--- config.mk ---
export PLATFORM = sky130hd
export DESIGN_NAME = tcp_pwm
export DESIGN_NICKNAME = d
export VERILOG_FILES = /design/src/tcp_pkg.sv /design/src/tcp_pwm.sv
export SDC_FILE = /design/constraint.sdc
export NUM_CORES = 1
export LEC_CHECK = 0
export BUFFER_PORTS_ARGS = -buffer_cell sky130_fd_sc_hd__buf_4
export CAP_MARGIN = 15
export CELL_PAD_IN_SITES_DETAIL_PLACEMENT = 1
export CELL_PAD_IN_SITES_GLOBAL_PLACEMENT = 2
export CORE_AREA = 10 10 213 134
export CTS_BUF_LIST = sky130_fd_sc_hd__clkbuf_8
export DETAILED_ROUTE_END_ITERATION = 10
export DIE_AREA = 0 0 223 144
export GPL_ROUTABILITY_DRIVEN = 0
export PLACE_DENSITY = 0.91
export SKIP_CTS_REPAIR_TIMING = 1
export SLEW_MARGIN = 0
export SYNTH_ARGS = -nofsm -noshare
export SYNTH_HDL_FRONTEND = slang
export SYNTH_SLANG_ARGS = --single-unit
--- constraint.sdc ---
create_clock -name CORE_CLK -period 4.8 [get_ports CORE_CLK]
set_clock_uncertainty 0.1 [all_clocks]
set_input_delay 0.24 -clock CORE_CLK [delete_from_list [all_inputs] [get_ports CORE_CLK]]
set_output_delay 0.24 -clock CORE_CLK [all_outputs]
set_load 0.005 [all_outputs]
--- src/tcp_pkg.sv ---
// Package of constants and types for the two-channel PWM block
// ========================================
// How it works
// - Start-level one: high first, low at duty
// - Start-level zero: low first, high at duty
// - Start-level bits writable any time
// - Clock-source selects writable any time
// - Alignment bit one centers, zero left-aligns
// - Clock A is link clock over 2^code
// - Clock B is link clock over 2^code
// - Prescale fields writable any time
// - Scaled A is clock A over 2*scale
// - Scaled B is clock B over 2*scale
// - Scale zero means 256, divide 512
// - Scale write reloads its down-counter now
// - Per-channel 8-bit counter at selected rate
// - Counter read leaves count undisturbed
// - Left mode counts 0 to period-1
// - Center mode counts up to period, down
// - Counter write clears, up, loads, sets output
// - Counter cleared at end of period
// - Disabled counter holds, resumes on enable
// - Prescale, scale, counters reset to zero
// - Channel clock: base or scaled by select
// - Enable takes effect at next source tick
// - Both disabled stops the prescale counter
// - Duty equals counter toggles the output
package tcp_pkg;
  // ========================================
  // Register offsets (word indices; byte address is four times the offset)
  localparam logic [7:0] OFF_CONTROL = 8'h60;
  localparam logic [7:0] OFF_PRESCALE = 8'h61;
  localparam logic [7:0] OFF_SCALE_A = 8'h62;
  localparam logic [7:0] OFF_SCALE_B = 8'h63;
  localparam logic [7:0] OFF_COUNT0 = 8'h64;
  localparam logic [7:0] OFF_COUNT1 = 8'h65;
  localparam logic [7:0] OFF_PERIOD0 = 8'h66;
  localparam logic [7:0] OFF_PERIOD1 = 8'h67;
  localparam logic [7:0] OFF_DUTY0 = 8'h68;
  localparam logic [7:0] OFF_DUTY1 = 8'h69;
  // ========================================
  // Field positions and reset values
  localparam int CTL_ENABLE_LSB = 0;
  localparam int CTL_LEVEL_LSB = 2;
  localparam int CTL_CLKSEL_LSB = 4;
  localparam int CTL_CENTER_LSB = 6;
  localparam int PRE_A_LSB = 0;
  localparam int PRE_B_LSB = 4;
  localparam logic [7:0] PRESCALE_MASK = 8'h77;
  localparam logic [7:0] RESET_BYTE = 8'h00;
  localparam logic [8:0] SCALE_FULL = 9'h100;
  localparam int PRESCALE_BITS = 7;

  typedef struct packed {
    logic [7:0] period;
    logic [7:0] duty;
  } tcp_wave_s;
endpackage

--- src/tcp_pwm.sv ---
// Two-channel 8-bit PWM with prescalers, scalers and APB registers
//
// Our own choice: register access over APB.
`timescale 1ns/1ns
module tcp_pwm #(
  parameter int CHANNELS = 2
) (
  // Clock and reset
  input wire logic CORE_CLK,
  input wire logic RST_N,
  // APB slave
  input wire logic PSEL,
  input wire logic PENABLE,
  input wire logic PWRITE,
  input wire logic [11:0] PADDR,
  input wire logic [31:0] PWDATA,
  output logic [31:0] PRDATA,
  output logic PREADY,
  output logic PSLVERR,
  // Waveform outputs
  output logic [CHANNELS-1:0] PWM_OUT
);
  if (CHANNELS != 2) begin : g_bad_channels
    $error("tcp_pwm serves exactly two channels");
  end

  // ========================================
  // Bus decode
  wire setup = PSEL && !PENABLE;
  wire wr = setup && PWRITE;
  wire [7:0] wbyte = PWDATA[7:0];
  wire word_ok = PADDR[1:0] == 2'b00;

  // Byte address decode: each register is one 32-bit aligned word
  function automatic logic hit(input logic [11:0] a, input logic [7:0] off);
    hit = (a[11:2] == {2'b00, off}) && (a[1:0] == 2'b00);
  endfunction
  function automatic logic [7:0] to_off(input logic [11:0] a);
    to_off = a[9:2];
  endfunction

  // Registers sit at word index = printed offset
  wire w_ctl = wr && hit(PADDR, tcp_pkg::OFF_CONTROL);
  wire w_pre = wr && hit(PADDR, tcp_pkg::OFF_PRESCALE);
  wire w_sa = wr && hit(PADDR, tcp_pkg::OFF_SCALE_A);
  wire w_sb = wr && hit(PADDR, tcp_pkg::OFF_SCALE_B);
  wire [1:0] w_cnt = {wr && hit(PADDR, tcp_pkg::OFF_COUNT1),
                      wr && hit(PADDR, tcp_pkg::OFF_COUNT0)};
  wire [1:0] w_per = {wr && hit(PADDR, tcp_pkg::OFF_PERIOD1),
                      wr && hit(PADDR, tcp_pkg::OFF_PERIOD0)};
  wire [1:0] w_dty = {wr && hit(PADDR, tcp_pkg::OFF_DUTY1),
                      wr && hit(PADDR, tcp_pkg::OFF_DUTY0)};
  wire mapped = PADDR[11:10] == 2'b00 && word_ok
                && to_off(PADDR) >= tcp_pkg::OFF_CONTROL
                && to_off(PADDR) <= tcp_pkg::OFF_DUTY1;

  // ========================================
  // Software-visible registers
  logic [7:0] control;
  logic [7:0] prescale_select;
  logic [7:0] scale_a_value;
  logic [7:0] scale_b_value;
  tcp_pkg::tcp_wave_s buffer [2];

  wire [1:0] channel_enable_bit = control[tcp_pkg::CTL_ENABLE_LSB +: 2];
  wire [1:0] start_level_bit = control[tcp_pkg::CTL_LEVEL_LSB +: 2];
  wire [1:0] clock_source_sel = control[tcp_pkg::CTL_CLKSEL_LSB +: 2];
  wire [1:0] center_align_sel = control[tcp_pkg::CTL_CENTER_LSB +: 2];
  wire [2:0] clock_a_divider_sel = prescale_select[tcp_pkg::PRE_A_LSB +: 3];
  wire [2:0] clock_b_divider_sel = prescale_select[tcp_pkg::PRE_B_LSB +: 3];

  // Next register values from the setup cycle write
  logic [7:0] next_control;
  logic [7:0] next_prescale;
  logic [7:0] next_scale_a;
  logic [7:0] next_scale_b;
  always_comb begin
    next_control = control;
    next_prescale = prescale_select;
    next_scale_a = scale_a_value;
    next_scale_b = scale_b_value;
    if (w_ctl) begin
      next_control = wbyte;
    end
    if (w_pre) begin
      next_prescale = wbyte & tcp_pkg::PRESCALE_MASK;
    end
    if (w_sa) begin
      next_scale_a = wbyte;
    end
    if (w_sb) begin
      next_scale_b = wbyte;
    end
  end

  always_ff @(posedge CORE_CLK) begin
    if (!RST_N) begin
      control <= tcp_pkg::RESET_BYTE;
      prescale_select <= tcp_pkg::RESET_BYTE;
      scale_a_value <= tcp_pkg::RESET_BYTE;
      scale_b_value <= tcp_pkg::RESET_BYTE;
    end else begin
      control <= next_control;
      prescale_select <= next_prescale;
      scale_a_value <= next_scale_a;
      scale_b_value <= next_scale_b;
    end
  end

  // ========================================
  // Prescaler: free counter, halted when both channels are off
  logic [tcp_pkg::PRESCALE_BITS-1:0] prescale_count;
  wire any_enabled = |channel_enable_bit;
  // Holding the count at zero and gating ticks with any_enabled keeps clocks A and B still
  logic [tcp_pkg::PRESCALE_BITS-1:0] next_prescale_count;
  assign next_prescale_count = any_enabled ? prescale_count + 1'b1
                                           : '0;
  always_ff @(posedge CORE_CLK) begin
    if (!RST_N) begin
      prescale_count <= '0;
    end else begin
      prescale_count <= next_prescale_count;
    end
  end

  // Tick when the low code bits of the count are all ones
  function automatic logic div_tick(input logic [6:0] cnt,
                                    input logic [2:0] code);
    logic [6:0] mask;
    mask = 7'(({7'h00, 1'b1} << code) - 8'h01);
    div_tick = (cnt & mask) == mask;
  endfunction

  wire [1:0] base_tick;
  assign base_tick[0] = any_enabled
                        && div_tick(prescale_count, clock_a_divider_sel);
  assign base_tick[1] = any_enabled
                        && div_tick(prescale_count, clock_b_divider_sel);

  // ========================================
  // Scalers: down-counter from scale value, then divide by two
  logic [8:0] scale_count [2];
  logic [1:0] scale_half;
  wire [1:0] scale_write = {w_sb, w_sa};
  wire [7:0] scale_value [2];
  assign scale_value[0] = scale_a_value;
  assign scale_value[1] = scale_b_value;
  wire [1:0] scaled_tick;

  // Zero scale stands for the full scale of 256
  function automatic logic [8:0] scale_load(input logic [7:0] v);
    scale_load = (v == 8'h00) ? tcp_pkg::SCALE_FULL : {1'b0, v};
  endfunction

  genvar g;
  generate
    for (g = 0; g < 2; g++) begin : g_scale
      wire [8:0] load = scale_load(scale_value[g]);
      wire [8:0] wload = scale_load(wbyte);
      wire reach = base_tick[g] && scale_count[g] <= 9'h001;
      // Scaled tick is every second reload: 2 * scale base ticks
      assign scaled_tick[g] = reach && scale_half[g];
      always_ff @(posedge CORE_CLK) begin
        if (!RST_N) begin
          scale_count[g] <= 9'h000;
          scale_half[g] <= 1'b0;
        end else if (scale_write[g]) begin
          scale_count[g] <= wload;
          scale_half[g] <= 1'b0;
        end else if (reach) begin
          scale_count[g] <= load;
          scale_half[g] <= !scale_half[g];
        end else if (base_tick[g]) begin
          scale_count[g] <= scale_count[g] - 9'h001;
        end
      end
    end
  endgenerate

  // ========================================
  // Channels
  // Channel phase, Gray coded along off, sync, up, down
  typedef enum logic [1:0] {
    CH_OFF = 2'b00,
    CH_SYNC = 2'b01,
    CH_UP = 2'b11,
    CH_DOWN = 2'b10
  } tcp_chan_e;

  logic [7:0] count [2];
  tcp_pkg::tcp_wave_s active [2];
  tcp_chan_e state [2];
  logic [1:0] level;

  generate
    for (g = 0; g < 2; g++) begin : g_chan
      tcp_pkg::tcp_wave_s next_buffer;
      tcp_chan_e next_state;
      logic [7:0] next_count;
      logic next_level;
      logic next_out;
      wire tick = clock_source_sel[g] ? scaled_tick[g] : base_tick[g];
      wire counting = state[g] == CH_UP || state[g] == CH_DOWN;
      wire go = counting && tick;
      wire [7:0] per = active[g].period;
      wire center = center_align_sel[g];
      wire down = state[g] == CH_DOWN;
      wire left_end = !center && (count[g] + 8'h01 >= per);
      wire top = center && !down && count[g] >= per;
      wire bottom = center && down && count[g] <= 8'h01;
      wire ends = left_end || bottom;
      // Compare with the value being entered, so duty counts whole ticks
      wire [7:0] stepped = (top || down) ? count[g] - 8'h01
                                         : count[g] + 8'h01;
      wire match = active[g].duty == stepped;
      // Buffers reach the active copy only at safe points
      wire reload = w_cnt[g] || !channel_enable_bit[g] || (go && ends);

      // Period and duty buffers, written any time
      always_comb begin
        next_buffer = buffer[g];
        if (w_per[g]) begin
          next_buffer.period = wbyte;
        end
        if (w_dty[g]) begin
          next_buffer.duty = wbyte;
        end
      end

      // Phase and counter step
      always_comb begin
        next_state = state[g];
        next_count = count[g];
        next_level = level[g];
        if (w_cnt[g]) begin
          next_count = 8'h00;
          next_level = start_level_bit[g];
          next_state = counting ? CH_UP : state[g];
        end else if (!channel_enable_bit[g]) begin
          next_state = CH_OFF;
          next_level = start_level_bit[g];
        end else begin
          case (state[g])
            CH_OFF: next_state = CH_SYNC;
            CH_SYNC: next_state = tick ? CH_UP : CH_SYNC;
            CH_UP: next_state = (go && top) ? CH_DOWN : CH_UP;
            CH_DOWN: next_state = CH_DOWN;
            default: next_state = CH_OFF;
          endcase
          if (go && ends) begin
            next_count = 8'h00;
            next_level = start_level_bit[g];
            next_state = CH_UP;
          end else if (go) begin
            next_count = stepped;
            if (match) begin
              next_level = !level[g];
            end
          end
        end
      end

      always_ff @(posedge CORE_CLK) begin
        if (!RST_N) begin
          buffer[g] <= '0;
        end else begin
          buffer[g] <= next_buffer;
        end
      end

      always_ff @(posedge CORE_CLK) begin
        if (!RST_N) begin
          count[g] <= 8'h00;
          state[g] <= CH_OFF;
          active[g] <= '0;
          level[g] <= 1'b0;
        end else begin
          count[g] <= next_count;
          state[g] <= next_state;
          level[g] <= next_level;
          if (reload) begin
            active[g] <= buffer[g];
          end
        end
      end

      // Start level shows until counting begins
      assign next_out = counting ? level[g] : start_level_bit[g];
      always_ff @(posedge CORE_CLK) begin
        if (!RST_N) begin
          PWM_OUT[g] <= 1'b0;
        end else begin
          PWM_OUT[g] <= next_out;
        end
      end
    end
  endgenerate

  // ========================================
  // Read path: registered, no wait states
  logic [7:0] rd;
  always_comb begin
    rd = 8'h00;
    case (to_off(PADDR))
      tcp_pkg::OFF_CONTROL: rd = control;
      tcp_pkg::OFF_PRESCALE: rd = prescale_select;
      tcp_pkg::OFF_SCALE_A: rd = scale_a_value;
      tcp_pkg::OFF_SCALE_B: rd = scale_b_value;
      tcp_pkg::OFF_COUNT0: rd = count[0];
      tcp_pkg::OFF_COUNT1: rd = count[1];
      tcp_pkg::OFF_PERIOD0: rd = buffer[0].period;
      tcp_pkg::OFF_PERIOD1: rd = buffer[1].period;
      tcp_pkg::OFF_DUTY0: rd = buffer[0].duty;
      tcp_pkg::OFF_DUTY1: rd = buffer[1].duty;
      default: rd = 8'h00;
    endcase
  end

  // Data captured in setup, shown during access
  logic [31:0] next_prdata;
  always_comb begin
    next_prdata = PRDATA;
    if (setup) begin
      next_prdata = (PWRITE || !mapped) ? 32'h00000000 : {24'h000000, rd};
    end
  end

  always_ff @(posedge CORE_CLK) begin
    if (!RST_N) begin
      PRDATA <= 32'h00000000;
      PREADY <= 1'b0;
      PSLVERR <= 1'b0;
    end else begin
      PREADY <= setup;
      PSLVERR <= setup && !mapped;
      PRDATA <= next_prdata;
    end
  end
endmodule

==> results of run 1 <==
## routing by layer
layer  wire [um]  global-route usage [%]  vias up  share of wire (%)
li1            -                       -     3703                  -
met1       15000                    26.5     3976                 49
met2       12100                    25.9      283                 40
met3        2830                    6.61       28                9.3
met4         340                    4.46        2                1.1
met5          42                    1.44        -               0.14
## power by group through the flow
| stage | registers, uW | logic (uW) | clock network [uW] |
|---|---|---|---|
| 6_report | 1360 | 107 | 1100 |
| 5_1_grt | 1360 | 117 | 1160 |
| 4_1_cts | 1360 | 104 | 1110 |
| 3_5_place_dp | 1390 | 104 | 0 |
| 3_3_place_gp | 1390 | 100 | 0 |
| 2_1_floorplan | 1390 | 75.7 | 0 |
## state kept, by name (all words and copies together), names as in the netlist
name             flops
scale_count         18
scale_a_value        8
control              8
state                4
count               16
scale_b_value        8
PREADY               1
PWM_OUT              2
buffer              32
active              32
prescale_select      6
level                2
PRDATA               8
PSLVERR              1
prescale_count       7
scale_half           2
## critical path: stages, from the launching register on
cell	delay, ns
dfxtp_1	0.67
nand3_1	0.29
nor2_1	0.19
xor2_1	0.25
ha_1	0.29
a21o_1	0.16
a2111oi_0	0.38
a21o_1	0.32
nor2_1	0.12
or3_1	0.69
## logic make-up after synthesis
group | Yosys count
XOR/XNOR | 63
AND/OR/NAND/NOR | 391
multiplexers | 42
buffers and inverters | 128
AO/OA/AOI/OAI | 223
flip-flops | 155
other | 1
adder cells (fa/ha/maj) | 45
## final cells by class
cell class                 count  share of cell area [%]
sequential                   155                    35.6
clock buffer                  17                    2.31
clock inverter                15                    1.81
tap                          329                    4.07
timing repair buffer          57                    4.27
multi-input combinational    788                    50.4
inverter                      41                    1.52
## synth_stat cells, types with 11 or more instances
cell type  count  area share [%]
clkbuf_1      51             2.1
a21oi_1       84             4.6
mux2i_1       36             3.9
o21ai_0       23             1.2
dfxtp_1      105              23
inv_1         41             1.7
nor2_1       103             4.2
o211ai_1      13             1.1
buf_4         24             2.0
ha_1          44             6.0
xor2_1        24             2.3
a22o_1        11             1.0
nor3_1        21             1.1
edfxtp_1      50              16
nand2_1       93             3.8
nand3_1       52             2.8
xnor2_1       39             3.7
a22oi_1       34             2.8
and2_1        39             2.6
## worst max path at each step
| stage | depth (start not counted) | slack (ns) | end | startpoint |
|---|---|---|---|---|
| floorplan | 13 | 1.29 | level[1] | count[1][0] |
| global placement | 9 | 1.11 | active[1][10] | count[1][2] |
| detailed placement | 11 | 0.98 | active[1][6] | prescale_select[6] |
| CTS | 9 | 0.95 | active[1][13] | count[1][2] |
| global route | 11 | 0.66 | active[1][6] | prescale_select[6] |
| finish | 9 | 0.95 | active[1][13] | count[1][1] |
## per-stage QoR
| stage | hold slack [ns] | utilization (%) | instances | worst slack [ns] | area (sq um) |
|---|---|---|---|---|---|
| final | 0.0122 | 40.7 | 1402 | 0.946 | 10100 |
| after global routing | 0.00380 | 40.7 | 1402 | 0.659 | 10100 |
| after CTS | -0.0184 | 40.7 | 1401 | 0.949 | 10100 |
| after detailed placement | 0.365 | 39.0 | 1369 | 0.975 | 9690 |
| after global placement | 0.357 | 39.0 | 1369 | 1.11 | 9690 |
| after floorplan | 0.344 | - | 1071 | 1.29 | 9310 |
==> out/metrics.yaml, run 1 <==
crit_arrival_ns: 3.86
max_cap_viol_count: 0
power_density_mw_per_mm2: 253
rr_worst_depth: 9
synth_fa_ha_area_share_pct: 6.08
core_region_area_sq_mm: 0.0248
clock-root-buffer: "clkbuf_8"
grt_overflow_total: 0
worstReg2RegStart: "count[1][1]"
drtIter0Drc: 633
grt_pass1_vias: 8049
slew_violations: 0
ys_warn_count: 0
swShare_pct: 24.2
synth_cells: 1048
hold_path_startpoint: "RST_N"
register_area_sq_mm: 0.00360
report.final.hold_viol_count: 0
nFillCells: 2939
ir_drop_mv: 0.194
area_growth_pct: 9.61
nNetsFinal: 1153
dr.pass1.iters: 5
p_clk_share_pct: 42.9
fp.dieArea_sq_mm: 0.0321
leakage_uw: 0.00382
port_buffers: 36
fin_crit_sh_pct: 80.3
std_cell_rows: 45
p_sw_uw: 621
cts_tree: "built"
start_util_pct: 37.2
clockBufferDepth: 2
async_reset_ff_share_pct: 0
cts_buffers: 17
required_ns: 4.81
tightest_slew_ns: 1.02
synthSimpleGateAreaFrac_pct: 21.2
synthFlopType: "dfxtp_1"
critical_path_class: "flip-flop to flip-flop"
routed_wl_mm: 30.4
fin_tns_setup_ns: 0
min_to: "state[1][0]"
layout_commonest_cell: "dfxtp_1"
diodes: 0
drive_above_1_share_pct: 10.3
worstSetupStartpointType: "flip-flop"
muxShareOfSynthArea_pct: 4.64
ant_nets: 0
synth_top_family_by_area: "simple AND/OR/NAND/NOR gates"
grt.total_usage_pct: 18.6
p_int_uw: 1940
syn_area_sq_mm: 0.00923
finalPower_uw: 2560
dp_hpwl_mm: 22.8
seq_area_frac_synth_pct: 39.1
pin_count: 85
synth.distinct_cells: 78
combPwrFrac_pct: 4.2
clock_sinks: 155
antenna_found_initial: 0
synthXorXnorAreaFrac_pct: 5.98
drc: 0
synth_compound_area_share_pct: 16.3
hold_depth: 3
clk-insertion-delay-late_ns: 0.47
wire_per_inst_um: 21.7
hp-class: "input port to flip-flop"
period_minus_slack_ns: 3.85
finalSetupViolations: 0
status: "completed"
grt_pass1_wl_mm: 47.1
seq_power_share_pct: 53.0
cp-end-kind: "flip-flop"
multi_input_area_sq_mm: 0.00510
clk_pin_slew_ns: 0.09
die_w_um: 223
layout_common_cells: "105 x dfxtp_1, 103 x nor2_1, 93 x nand2_1"
synth-edff-count: 50
rsz0062_at_grt: "false"
ys_ff_latch: 155
vias_per_cell: 5.70
vias: 7992
r2r_setup_slack_ns: 0.95
grt_max_degree: 40
syn_area_per_cell_sq_um: 8.80
r2r_end: "active[1][13]"
fmax_ghz: 0.259
die_h_um: 144
cp_max_fo: 16
relSlewSlack_pct: 31.5
htree_num_levels: 4
Note: power is estimated with default switching activity, not from simulation.
==> inputs of run 2 (changes only) <==
--- a/config.mk
+++ b/config.mk
@@ -5,16 +5,17 @@
 export SDC_FILE = /design/constraint.sdc
 export NUM_CORES = 1
 export LEC_CHECK = 0
+export ABC_AREA = 1
 export BUFFER_PORTS_ARGS = -buffer_cell sky130_fd_sc_hd__buf_4
 export CAP_MARGIN = 15
 export CELL_PAD_IN_SITES_DETAIL_PLACEMENT = 1
 export CELL_PAD_IN_SITES_GLOBAL_PLACEMENT = 2
-export CORE_AREA = 10 10 213 134
+export CORE_AREA = 10 10 221 139
 export CTS_BUF_LIST = sky130_fd_sc_hd__clkbuf_8
 export DETAILED_ROUTE_END_ITERATION = 10
-export DIE_AREA = 0 0 223 144
+export DIE_AREA = 0 0 231 149
 export GPL_ROUTABILITY_DRIVEN = 0
-export PLACE_DENSITY = 0.91
+export PLACE_DENSITY = 0.92
 export SKIP_CTS_REPAIR_TIMING = 1
 export SLEW_MARGIN = 0
 export SYNTH_ARGS = -nofsm -noshare
==> constraint.sdc (replaced) <==
create_clock -name CORE_CLK -period 4.05 [get_ports CORE_CLK]
set_clock_uncertainty 0.1 [all_clocks]
set_input_delay 0.2025 -clock CORE_CLK [delete_from_list [all_inputs] [get_ports CORE_CLK]]
set_output_delay 0.2025 -clock CORE_CLK [all_outputs]
set_load 0.005 [all_outputs]
==> out/metrics.yaml, run 2 <==
status: "finished, violations left"  # was completed
failed_checks: "negative hold slack"
drive_above_1_share_pct: 9.84  # was 10.3%
synth.top_cells.by_count: "220 x nand2_1, 194 x inv_1, 123 x nor2_1, 105 x dfxtp_1, 103 x a21oi_1"  # was 105 x dfxtp_1, 103 x nor2_1, 93 x nand2_1, 84 x a21oi_1, 52 x nand3_1
routed_wl_mm: 31.7  # was 30.4 mm
cp_max_fo: 16  # unchanged
fin_crit_sh_pct: 89.5  # was 80.3%
port_buffers: 36  # unchanged
relSlewSlack_pct: 28.7  # was 31.5%
rsz0062_at_grt: "false"  # unchanged
htree_num_levels: 4  # unchanged
clockBufferDepth: 2  # unchanged
finalSetupViolations: 0  # unchanged
report.final.hold_viol_count: 2  # was 0
grt_pass1_vias: 8504  # was 8049
synthFlopType: "dfxtp_1"  # unchanged
dr.pass1.iters: 7  # was 5
antenna_found_initial: 0  # unchanged
placed_cells: 1648  # was 1369
power_density_mw_per_mm2: 286  # was 253 mW/mm^2
drc: 0  # unchanged
grt.total_usage_pct: 18.2  # was 18.6%
hp-class: "input port to flip-flop"  # unchanged
layout_commonest_cell: "nand2_1"  # was dfxtp_1
fmax_ghz: 0.276  # was 0.259 GHz
drtIter0Drc: 761  # was 633
ys_warn_count: 0  # unchanged
max_cap_viol_count: 0  # unchanged
nFillCells: 3419  # was 2939
synth_cells: 1274  # was 1048
nNetsFinal: 1401  # was 1153
std_cell_rows: 47  # was 45
holdWs_ns: -0.0209  # was 0.0122 ns
slew_violations: 0  # unchanged
dp_hpwl_mm: 24.9  # was 22.8 mm
core_region_area_sq_mm: 0.0269  # was 0.0248 sq mm
clk_pin_slew_ns: 0.08  # was 0.09 ns
cts_buffers: 17  # unchanged
area_growth_pct: 10.3  # was 9.61%
finalNonFillerCells: 1689  # was 1402
synth_area_leaders: "dfxtp_1 22%, edfxtp_1 16%, nand2_1 8.7%"  # was dfxtp_1 23%, edfxtp_1 16%, ha_1 6.0%
grt_pass1_wl_mm: 49.1  # was 47.1 mm
die_w_um: 231  # was 223 um
yosysTopAreaCell: "dfxtp_1"  # unchanged
ant_nets: 0  # unchanged
worstSetupStartpointType: "flip-flop"  # unchanged
synth.most_common_cell: "nand2_1"  # was dfxtp_1
start_util_pct: 35.2  # was 37.2%
syn_area_sq_mm: 0.00948  # was 0.00923 sq mm
ir_drop_mv: 0.196  # was 0.194 mV
required_ns: 4.07  # was 4.81 ns
tightest_slew_ns: 1.06  # was 1.02 ns
die_h_um: 149  # was 144 um
pin_count: 85  # unchanged
clock-root-buffer: "clkbuf_8"  # unchanged
grt_max_degree: 69  # was 40
cp-end-kind: "flip-flop"  # unchanged
cts_tree: "built"  # unchanged
clk-insertion-delay-late_ns: 0.50  # was 0.47 ns
synth.distinct_cells: 55  # was 78
vias_per_cell: 5.22  # was 5.70
syn_area_per_cell_sq_um: 7.44  # was 8.80 sq um
critical_path_class: "flip-flop to flip-flop"  # unchanged
leakage_uw: 0.00432  # was 0.00382 uW
top_regs: "active (32), buffer (32), scale_count (18)"  # unchanged
fin_tns_setup_ns: 0  # unchanged
seq_area_frac_synth_pct: 38.0  # was 39.1%
ys_ff_latch: 155  # unchanged
period_minus_slack_ns: 3.63  # was 3.85 ns
layout_common_cells: "220 x nand2_1, 195 x inv_1, 123 x nor2_1"  # was 105 x dfxtp_1, 103 x nor2_1, 93 x nand2_1
grt_overflow_total: 0  # unchanged
fp.dieArea_sq_mm: 0.0344  # was 0.0321 sq mm
clock_sinks: 155  # unchanged
synth-edff-count: 50  # unchanged
vias: 8815  # was 7992
crit_arrival_ns: 3.65  # was 3.86 ns
synth_top_area_share_pct: 22.2  # was 22.8%
async_reset_ff_share_pct: 0  # unchanged
wire_per_inst_um: 18.8  # was 21.7 um
run 2: critical path, cell delays in order (launching register included):
cell       delay, ns
dfxtp_1         0.61
inv_1           0.17
nor3_1          0.39
nand2_1         0.10
nand2_1         0.07
nand2_1         0.09
ha_1            0.31
nand2_1         0.08
nor2_1          0.15
nand2_1         0.08
o2111ai_1       0.09
nand2_1         0.08
nand2_1         0.10
nand3_2         0.12
nand2_2         0.13
inv_1           0.06
nand2_1         0.51
run 2: layer usage:
layer / global-route usage (%) / wire [um] / up-vias
li1: - / - / 4268
met1: 26.8 / 15700 / 4266
met2: 26.0 / 13200 / 244
met3: 4.18 / 2330 / 37
met4: 4.65 / 473 / 0
met5: 0 / 0 / -
run 2: cell type report:
class	count	area, sq um	area share (%)
multi-input combinational	878	4820	46.1
sequential	155	3600	34.5
inverter	206	777	7.43
tap	367	459	4.39
timing repair buffer	50	395	3.78
clock buffer	17	234	2.24
clock inverter	15	160	1.53
antenna	1	2.50	0.0239
run 2: final timing paths:
kind / from / to / slack, ns / depth (start not counted)
worst max-delay path: count[0][3] / active[0][11] / 0.42 / 16
worst min register to register: PRDATA[7] / PRDATA[7] / 0.38 / 2
worst min-delay path: PWDATA[0] / buffer[1][0] / -0.02 / 3
worst max register to register: count[0][3] / active[0][11] / 0.42 / 16
run 2: logic make-up (layout without fill, tap and decap cells):
logic type | count (synthesis) | in the layout | share of synthesized area [%]
other | 1 | 25 | 0.0396
buffers and inverters | 264 | 288 | 12.0
DFF | 155 | 155 | 38.0
xor gates and xnor gates | 34 | 34 | 3.14
adders and majority gates | 44 | 44 | 5.81
AOI/OAI and AO/OA | 272 | 272 | 16.7
and+or+nand+nor | 504 | 504 | 24.3
run 2: through the flow:
stage	setup slack, ns	area (sq um)	util [%]	total power, uW
final	0.423	10500	38.8	2990
after global routing	0.197	10500	38.8	3080
after CTS	0.464	10400	38.5	2990
after detailed placement	0.495	9980	37.0	1780
after global placement	0.650	9980	37.0	1770
after floorplan	1.18	9560	-	1730
run 2: where the power goes:
| part | total, uW | internal (uW) | switching (uW) |
|---|---|---|---|
| Clock | 1240 | 559 | 678 |
| Combinational | 146 | 42.1 | 104 |
| Sequential | 1610 | 1600 | 4.28 |
| Total | 2990 | 2200 | 786 |
